===== config.mk =====
export PLATFORM = sky130hd
export DESIGN_NAME = uip_top
export DESIGN_NICKNAME = d
export VERILOG_FILES = /design/src/uip_pkg.sv /design/src/uip_top.sv
export SDC_FILE = /design/constraint.sdc
export NUM_CORES = 1
export LEC_CHECK = 0
export BUFFER_PORTS_ARGS = -buffer_cell sky130_fd_sc_hd__buf_4
export CAP_MARGIN = 25
export CORE_ASPECT_RATIO = 0.6
export CORE_MARGIN = 8
export CORE_UTILIZATION = 47
export CTS_CLUSTER_SIZE = 30
export DETAILED_ROUTE_END_ITERATION = 8
export PLACE_DENSITY_LB_ADDON = 0.12
export SYNTH_ARGS = -nofsm -noshare
export SYNTH_HDL_FRONTEND = slang
export SYNTH_SLANG_ARGS = --single-unit

===== constraint.sdc =====
create_clock -name core_clk -period 3.36 [get_ports core_clk]
set_input_delay 0.168 -clock core_clk [delete_from_list [all_inputs] [get_ports core_clk]]
set_output_delay 0.168 -clock core_clk [all_outputs]
set_load 0.1 [all_outputs]

===== src/uip_pkg.sv =====
// Shared constants and carrier types of the serial interrupt priority block.
package uip_pkg;

	// ----------------------------------------------------------------
	// Register indices and byte addresses
	// ----------------------------------------------------------------
	localparam logic [7:0] IDX_IE = 8'h01;
	localparam logic [7:0] IDX_ID = 8'h02;
	localparam logic [7:0] IDX_EVT_STATUS = 8'h08;
	localparam logic [7:0] IDX_EVT_MASK = 8'h09;
	localparam logic [9:0] ADDR_IE = {IDX_IE, 2'b00};
	localparam logic [9:0] ADDR_ID = {IDX_ID, 2'b00};
	localparam logic [9:0] ADDR_EVT_STATUS = {IDX_EVT_STATUS, 2'b00};
	localparam logic [9:0] ADDR_EVT_MASK = {IDX_EVT_MASK, 2'b00};

	// ----------------------------------------------------------------
	// Field positions and reset values
	// ----------------------------------------------------------------
	localparam int IE_RDA = 0;
	localparam int IE_TRANSMIT_HOLDING_EMPTY = 1;
	localparam int IE_LS = 2;
	localparam int IE_MS = 3;
	localparam int EVT_TIMEOUT = 4;
	localparam int LCR_DIV_BIT = 7;
	localparam int FCR_EN_BIT = 0;
	localparam int FCR_TRIG_LO = 6;
	localparam logic [3:0] IE_RESET = 4'h0;
	localparam logic [4:0] EVT_RESET = 5'h00;
	localparam logic [7:0] ID_RESET = 8'h01;

	// ----------------------------------------------------------------
	// Identification codes and counts
	// ----------------------------------------------------------------
	localparam logic [1:0] ID_LS = 2'b11;
	localparam logic [1:0] ID_RDA = 2'b10;
	localparam logic [1:0] ID_TRANSMIT_HOLDING_EMPTY = 2'b01;
	localparam logic [1:0] ID_MS = 2'b00;
	localparam logic [2:0] CHAR_TIMEOUT = 3'h4;
	localparam logic [4:0] TRIG_1 = 5'h01;
	localparam logic [4:0] TRIG_4 = 5'h04;
	localparam logic [4:0] TRIG_8 = 5'h08;
	localparam logic [4:0] TRIG_14 = 5'h0e;

	// ----------------------------------------------------------------
	// Carrier types
	// ----------------------------------------------------------------
	typedef struct packed {
		logic overrun;
		logic parity_error;
		logic framing_error;
		logic break_indication;
	} uip_line_err_t;

	typedef struct packed {
		logic receive_buffer_read;
		logic line_status_reg_read;
		logic modem_status_reg_read;
		logic transmit_holding_write;
	} uip_host_strobe_t;

endpackage : uip_pkg


===== src/uip_top.sv =====
// Interrupt enable, priority and identification logic of one serial channel.
//
// How it works
// RULE_01 - Enable register at index 1 only when divisor bit clear.
// RULE_02 - Modem status change raises modem interrupt when enabled.
// RULE_03 - Line errors raise line status interrupt when enabled.
// RULE_04 - Holding register empty raises transmit interrupt when enabled.
// RULE_05 - Enable bit 0 gates data and time-out.
// RULE_06 - Fixed priority: line, data/time-out, transmit, modem.
// RULE_07 - Identification frozen during its own read access.
// RULE_08 - Identification bit 0 low while any enabled source pending.
// RULE_09 - Bits 2:1 encode highest source: 11,10,01,00.
// RULE_10 - Bit 3 marks time-out, only in FIFO mode.
// RULE_11 - Time-out after 4 idle character times, non-empty.
// RULE_12 - Data interrupt clears on buffer read or below trigger; code drops it only when rx_data_ready or the fill falls.
// RULE_13 - Transmit interrupt clears on identification read or write.
// RULE_14 - Line, modem, time-out clear on their own reads.
// RULE_15 - Bits 7:6 follow the FIFO enable bit.
// RULE_16 - Bits 5:4 always read zero.
// RULE_17 - Divisor access select is line control bit 7.
// RULE_18 - FIFO mode is FIFO control bit 0.
// RULE_19 - Interrupt output high while any enabled source pending.
module uip_top #(
	parameter int COUNT_W = 5
) (
	input wire logic core_clk,
	input wire logic rst_n,
	input wire logic hsel,
	input wire logic [31:0] haddr,
	input wire logic [1:0] htrans,
	input wire logic hwrite,
	input wire logic [2:0] hsize,
	input wire logic [31:0] hwdata,
	input wire logic hready,
	output logic hreadyout,
	output logic hresp,
	output logic [31:0] hrdata,
	input wire logic [7:0] line_control,
	input wire logic [7:0] fifo_control,
	input wire uip_pkg::uip_line_err_t line_err,
	input wire logic modem_status_change,
	input wire logic transmit_holding_empty,
	input wire logic rx_data_ready,
	input wire logic [COUNT_W-1:0] rx_count,
	input wire logic rx_push,
	input wire logic char_tick,
	input wire uip_pkg::uip_host_strobe_t host_strobe,
	output logic [7:0] interrupt_identification,
	output logic intr
);
	import uip_pkg::*;

	// ----------------------------------------------------------------
	// Bus decode
	// ----------------------------------------------------------------
	logic [3:0] interrupt_enable;
	logic [4:0] evt_status;
	logic [4:0] evt_mask;
	logic [9:0] wr_addr;
	logic wr_pend;
	logic id_busy_q;
	logic [31:0] read_mux;
	wire addr_ok = hsel && htrans[1] && hready;
	wire rd_req = addr_ok && !hwrite;
	wire divisor_access_select = line_control[LCR_DIV_BIT]; // RULE_17
	wire fifo_mode = fifo_control[FCR_EN_BIT]; // RULE_18
	wire [9:0] a_addr = haddr[9:0];
	wire ie_hit_rd = rd_req && a_addr == ADDR_IE && !divisor_access_select; // RULE_01
	wire id_rd = rd_req && a_addr == ADDR_ID;
	wire evt_rd = rd_req && a_addr == ADDR_EVT_STATUS;
	wire ie_wr = wr_pend && wr_addr == ADDR_IE && !divisor_access_select; // RULE_01
	wire mask_wr = wr_pend && wr_addr == ADDR_EVT_MASK;
	wire id_busy = id_rd || id_busy_q;

	assign hreadyout = 1'b1;
	assign hresp = 1'b0;

	always_comb begin
		read_mux = 32'h0000_0000;
		if (ie_hit_rd) begin
			read_mux = {28'h0000000, interrupt_enable}; // RULE_01
		end else if (id_rd) begin
			read_mux = {24'h000000, interrupt_identification};
		end else if (evt_rd) begin
			read_mux = {27'h0000000, evt_status};
		end else if (rd_req && a_addr == ADDR_EVT_MASK) begin
			read_mux = {27'h0000000, evt_mask};
		end
	end

	always_ff @(posedge core_clk or negedge rst_n) begin
		if (!rst_n) begin
			wr_pend <= 1'b0;
			wr_addr <= 10'h000;
			id_busy_q <= 1'b0;
			hrdata <= 32'h0000_0000;
		end else begin
			wr_pend <= addr_ok && hwrite;
			wr_addr <= a_addr;
			id_busy_q <= id_rd;
			hrdata <= rd_req ? read_mux : hrdata;
		end
	end

	// ----------------------------------------------------------------
	// Enable and mask registers
	// ----------------------------------------------------------------
	always_ff @(posedge core_clk or negedge rst_n) begin
		if (!rst_n) begin
			interrupt_enable <= IE_RESET;
			evt_mask <= EVT_RESET;
		end else begin
			if (ie_wr) begin
				interrupt_enable <= hwdata[3:0]; // RULE_01
			end
			if (mask_wr) begin
				evt_mask <= hwdata[4:0];
			end
		end
	end

	// ----------------------------------------------------------------
	// Interrupt sources
	// ----------------------------------------------------------------
	function automatic logic [COUNT_W-1:0] trig_level(input logic [1:0] sel);
		logic [4:0] lvl;
		case (sel)
			2'b00: lvl = TRIG_1;
			2'b01: lvl = TRIG_4;
			2'b10: lvl = TRIG_8;
			default: lvl = TRIG_14;
		endcase
		return COUNT_W'(lvl);
	endfunction : trig_level

	logic ls_pend;
	logic ms_pend;
	logic transmit_holding_empty_pend;
	logic transmit_holding_empty_q;
	logic ie_transmit_holding_empty_q;
	logic [2:0] idle_chars;
	wire rx_pop = host_strobe.receive_buffer_read;
	wire rx_nonempty = rx_count != '0;
	wire [COUNT_W-1:0] trig = trig_level(fifo_control[FCR_TRIG_LO +: 2]);
	wire any_err = |line_err;
	wire ls_set = any_err; // RULE_03
	wire ms_set = modem_status_change; // RULE_02
	wire transmit_holding_empty_rise = transmit_holding_empty && !transmit_holding_empty_q;
	wire transmit_holding_empty_arm = interrupt_enable[IE_TRANSMIT_HOLDING_EMPTY] && !ie_transmit_holding_empty_q;
	wire transmit_holding_empty_set = transmit_holding_empty_rise || (transmit_holding_empty_arm && transmit_holding_empty); // RULE_04
	wire id_is_transmit_holding_empty = interrupt_identification[3:0] == {1'b0, ID_TRANSMIT_HOLDING_EMPTY, 1'b0};
	wire transmit_holding_empty_clr = host_strobe.transmit_holding_write || (id_rd && id_is_transmit_holding_empty); // RULE_13
	// Data interrupt is a level: it follows rx_data_ready, or in FIFO mode
	// the fill against the trigger; a buffer read does not enter it.
	wire rda_pend = fifo_mode ? rx_count >= trig : rx_data_ready; // RULE_12
	wire to_pend = fifo_mode && rx_nonempty && idle_chars == CHAR_TIMEOUT; // RULE_11

	always_ff @(posedge core_clk or negedge rst_n) begin
		if (!rst_n) begin
			ls_pend <= 1'b0;
			ms_pend <= 1'b0;
			transmit_holding_empty_pend <= 1'b0;
			transmit_holding_empty_q <= 1'b0;
			ie_transmit_holding_empty_q <= 1'b0;
		end else begin
			ls_pend <= ls_set || (ls_pend && !host_strobe.line_status_reg_read); // RULE_14
			ms_pend <= ms_set || (ms_pend && !host_strobe.modem_status_reg_read); // RULE_14
			transmit_holding_empty_pend <= transmit_holding_empty && (transmit_holding_empty_set || (transmit_holding_empty_pend && !transmit_holding_empty_clr)); // RULE_13
			transmit_holding_empty_q <= transmit_holding_empty;
			ie_transmit_holding_empty_q <= interrupt_enable[IE_TRANSMIT_HOLDING_EMPTY];
		end
	end

	// Idle character counter, restarted by any push or pop (RULE_14 on pop).
	always_ff @(posedge core_clk or negedge rst_n) begin
		if (!rst_n) begin
			idle_chars <= 3'h0;
		end else if (!fifo_mode || !rx_nonempty || rx_push || rx_pop) begin
			idle_chars <= 3'h0; // RULE_11
		end else if (char_tick && idle_chars != CHAR_TIMEOUT) begin
			idle_chars <= idle_chars + 3'h1; // RULE_11
		end
	end

	// ----------------------------------------------------------------
	// Priority and identification
	// ----------------------------------------------------------------
	wire en_ls = ls_pend && interrupt_enable[IE_LS]; // RULE_03
	wire en_rda = rda_pend && interrupt_enable[IE_RDA]; // RULE_05
	wire en_to = to_pend && interrupt_enable[IE_RDA]; // RULE_05
	wire en_transmit_holding_empty = transmit_holding_empty_pend && interrupt_enable[IE_TRANSMIT_HOLDING_EMPTY]; // RULE_04
	wire en_ms = ms_pend && interrupt_enable[IE_MS]; // RULE_02
	wire any_en = en_ls || en_rda || en_to || en_transmit_holding_empty || en_ms;
	logic [2:0] id_src;

	always_comb begin
		id_src = {1'b0, ID_MS}; // RULE_06
		if (en_ls) begin
			id_src = {1'b0, ID_LS}; // RULE_09
		end else if (en_to) begin
			id_src = {1'b1, ID_RDA}; // RULE_10
		end else if (en_rda) begin
			id_src = {1'b0, ID_RDA}; // RULE_09
		end else if (en_transmit_holding_empty) begin
			id_src = {1'b0, ID_TRANSMIT_HOLDING_EMPTY}; // RULE_09
		end
	end

	wire [1:0] fifo_bits = fifo_mode ? 2'b11 : 2'b00; // RULE_15
	wire [7:0] id_live = {fifo_bits, 2'b00, id_src, !any_en}; // RULE_16 RULE_08

	always_ff @(posedge core_clk or negedge rst_n) begin
		if (!rst_n) begin
			interrupt_identification <= ID_RESET;
		end else if (!id_busy) begin
			interrupt_identification <= id_live; // RULE_07
		end
	end

	// ----------------------------------------------------------------
	// Event status, mask and interrupt output
	// ----------------------------------------------------------------
	logic [4:0] src_q;
	wire [4:0] src_now = {to_pend, ms_pend, ls_pend, transmit_holding_empty_pend, rda_pend};
	wire [4:0] src_rise = src_now & ~src_q;

	always_ff @(posedge core_clk or negedge rst_n) begin
		if (!rst_n) begin
			src_q <= EVT_RESET;
			evt_status <= EVT_RESET;
		end else begin
			src_q <= src_now;
			evt_status <= src_rise | (evt_rd ? EVT_RESET : evt_status);
		end
	end

	assign intr = any_en || |(evt_status & evt_mask); // RULE_19
endmodule : uip_top


==> metrics.csv <==
stage,metric,value,unit
floorplan,Top Ports,151,
min_path,min-delay worst type,primary input to flip-flop,
global_routing,vias in the first global route,1800,
global_routing,gr usage total,15.2,%
timing,Rel. slew slack,58.5,%
worst_setup_path,crit path max-delay cell type,a41oi_1,
timing,Fin. Hold Viols,0,
timing,hold_ws,0.0327,ns
yosys,Seq cells post-synth,50,
drt,final WL,5830,um
pwr,leakage power,1.50,nW
cts,# clock sinks,50,
yosys,async set-or-reset flop fraction in the synthesized netlist,100,%
drt,vias,1785,
yosys,ys flop type,dfrtp_1,
final_layout,FILL cells,452,
global_routing,initial antenna violation count,0,
worst_setup_path,CP Launch Type,flip-flop,
worst_setup_path,reg2reg start,wr_addr[1],
worst_setup_path,R2R Path End,evt_mask[2],
cts,Max H-tree Level,2,
yosys,Syn. warnings,0,
cts,Root Buffer,clkbuf_8,
yosys,Syn Inst Count,220,
final_layout,Multi-input gate area,1010,um^2
timing,fin crit share,67.5,%
run_status,status,"complete, no violations",
timing,Final Skew,0.00254,ns
worst_setup_path,"critical path, cell by cell",inv_1 -> ha_1 -> o2111ai_1 -> a41oi_1 -> or2_1 -> buf_4,
floorplan,row count,20,
flow_run,Max-Cap Viols,0,
yosys,synthesized cell area,2490,um^2
pwr,Cell Pwr Density,427,nW/um^2
yosys,number of synthesized flops with an enable pin,0,
yosys,syn avg cell area,11.3,um^2
drt,initial drt markers,121,
final_layout,"commonest non-fill, non-tap cell in the layout",buf_4,
drt,Final ANT Viol Nets,0,
drt,wire per inst,16.6,um
cts,PostCTS Resize Cnt,0,
drt,vias per cell,5.07,
final_layout,most frequent cells in the layout,"buf_4 (57), dfrtp_1 (49), conb_1 (29)",
worst_setup_path,R2R cell count,3,
min_path,Hold Crit Start,host_strobe[2],
timing,setup_tns,0,ns
final_layout,final net count,399,
worst_setup_path,internal reg-to-reg setup slack,1.57,ns
drt,post-route DRC violation count,0,
place,RD Place Congestion,0.844,
drt,drt first pass iters,4,
min_path,Worst Hold Path EP,ls_pend,
timing,slew of the pin with the lowest slew margin,0.623,ns
worst_setup_path,CP max FO,4,
cts,CTS buffer count,5,
cts,worst skew pair latency,0.30,ns
yosys,register area share after synthesis,50.3,%
worst_setup_path,CP arrival,2.10,ns
final_layout,layout cells sized above 1,30.1,%
cts,clk buf depth,2,
floorplan,Die Wd,110,um
worst_setup_path,CP Buf/Inv Count,2,
timing,crit path time final,2.27,ns
worst_setup_path,WP data required,3.19,ns
final_layout,Layout area overhead,22.3,%
timing,max-slew violations,0,
worst_setup_path,CP Class,flip-flop to output pin,
timing,FMAX,0.441,GHz
final_layout,Final Util,59.9,%
floorplan,Core Box Area,5080,um^2
worst_setup_path,CP max stage delay,0.47,ns
place,number of I/O port buffers,56,
floorplan,initial core utilization,49.0,%
timing,final worst setup slack,1.09,ns
place,hpwl dp,4500,um
global_routing,global-route wire length before repair,9430,um
worst_setup_path,Critical Path Sink Type,output pin,
final_layout,Reg area,1250,um^2
timing,unrepaired setup endpoints after global routing,no,
pwr,VDD IR-drop max,0.232,mV
floorplan,area of the die,7960,um^2
cts,clock slew at reported path FFs,0.09,ns
place,pre-CTS WS,1.18,ns
global_routing,"Remaining Overflow, GRT",0,
timing,final setup fails,0,
min_path,hold path depth,2,
worst_setup_path,"CP delay by family, top",compound AO/OA/AOI/OAI gates,
yosys,library cells used by synthesis,53,
floorplan,die span in y,72.4,um
global_routing,pin count of the biggest net entering global routing,51,
final_layout,diodes inserted,0,
cts,CTS tree,done,
## worst reg2reg max path, cell delays in order, from the launching register on
cell and delay, ns:
dfrtp_1 0.37, nor4b_1 0.52, nand4_1 0.40, mux2_2 0.39
## cell families (layout without fill, tap and decap cells)
group,count (synthesis),after routing,synth area share [%]
buffers and inverters,51,90,13.0
DFF,50,50,50.3
adders and majority gates,6,6,3.02
muxes,16,16,7.34
AOI/OAI and AO/OA,38,38,11.9
other,2,29,0.302
and+or+nand+nor,56,56,13.8
xor gates and xnor gates,1,1,0.352
## registers in the layout, indices dropped and copies added, names as in the netlist
name / flops
wr_pend: 1
ie_transmit_holding_empty_q: 1
evt_status: 5
wr_addr: 10
transmit_holding_empty_q: 1
transmit_holding_empty_pend: 1
ls_pend: 1
id_busy_q: 1
hrdata: 6
src_q: 5
interrupt_enable: 4
ms_pend: 1
idle_chars: 3
evt_mask: 5
interrupt_identification: 5
## metal layers
metal / wire, um / track usage (%) / vias to the layer above
met5: 0 / 0 / -
met4: 59 / 4.46 / 0
met3: 540 / 4.24 / 7
met2: 2450 / 21.2 / 67
met1: 2790 / 22.1 / 843
li1: - / - / 868
## per-stage QoR
stage	power [mW]	cells	area, um^2
6_report	1.30	352	3040
5_1_grt	1.35	352	3040
4_1_cts	1.30	352	3040
3_5_place_dp	0.897	334	2830
3_3_place_gp	0.895	334	2830
2_1_floorplan	0.854	247	2590
## worst max path at each step
| stage | from | slack [ns] | endpoint | depth (start not counted) |
|---|---|---|---|---|
| final | idle_chars[0] | 1.09 | intr | 6 |
| after global placement | rx_count[4] | 1.21 | intr | 6 |
| after floorplan | idle_chars[0] | 1.37 | intr | 5 |
| after CTS | idle_chars[0] | 1.05 | intr | 6 |
| after global routing | idle_chars[0] | 0.93 | intr | 6 |
| after detailed placement | rx_count[4] | 1.18 | intr | 6 |
## synthesized netlist by cell type, types with 2 or more instances
master     number  share of area [%]
dfrtp_1        49                 49
buf_4          31                9.4
inv_1          15                2.3
mux2_2         14                6.3
nand2_1        10                1.5
nor2_1          8                1.2
nor4_1          7                1.8
ha_1            6                3.0
a22o_1          5                1.8
a22oi_1         5                1.5
nor3_1          5                1.0
nand2b_1        4                1.0
a21o_1          3               0.90
clkbuf_1        3               0.45
o21ai_0         3               0.60
o31ai_1         3               0.90
or3_1           3               0.75
a21oi_1         2               0.40
a222oi_1        2               0.80
and4b_1         2               0.80
buf_6           2               0.90
conb_1          2               0.30
nand3_1         2               0.40
nand4_1         2               0.50
nor2b_1         2               0.50
o2bb2ai_1       2               0.70
or4_4           2               0.90
## layout make-up
class / count / area share [%]
repair buffers: 67 / 17.3
well taps: 66 / 2.71
multi-input cells: 146 / 33.3
inverters: 15 / 1.85
flip-flops and latches: 50 / 41.1
clock buffers: 8 / 3.62
## repair_timing
item	4_1_cts	5_1_grt
hold endpoints to repair	58	0
hold buffers	10	0
setup buffers	0	0
## power breakdown
part           total [mW]  leakage, nW  internal [mW]  switching (mW)
clock network       0.405       0.0575          0.208           0.197
registers           0.628        0.612          0.617          0.0101
logic               0.267        0.830         0.0621           0.205
No activity file was read; power rests on OpenSTA's default activity.
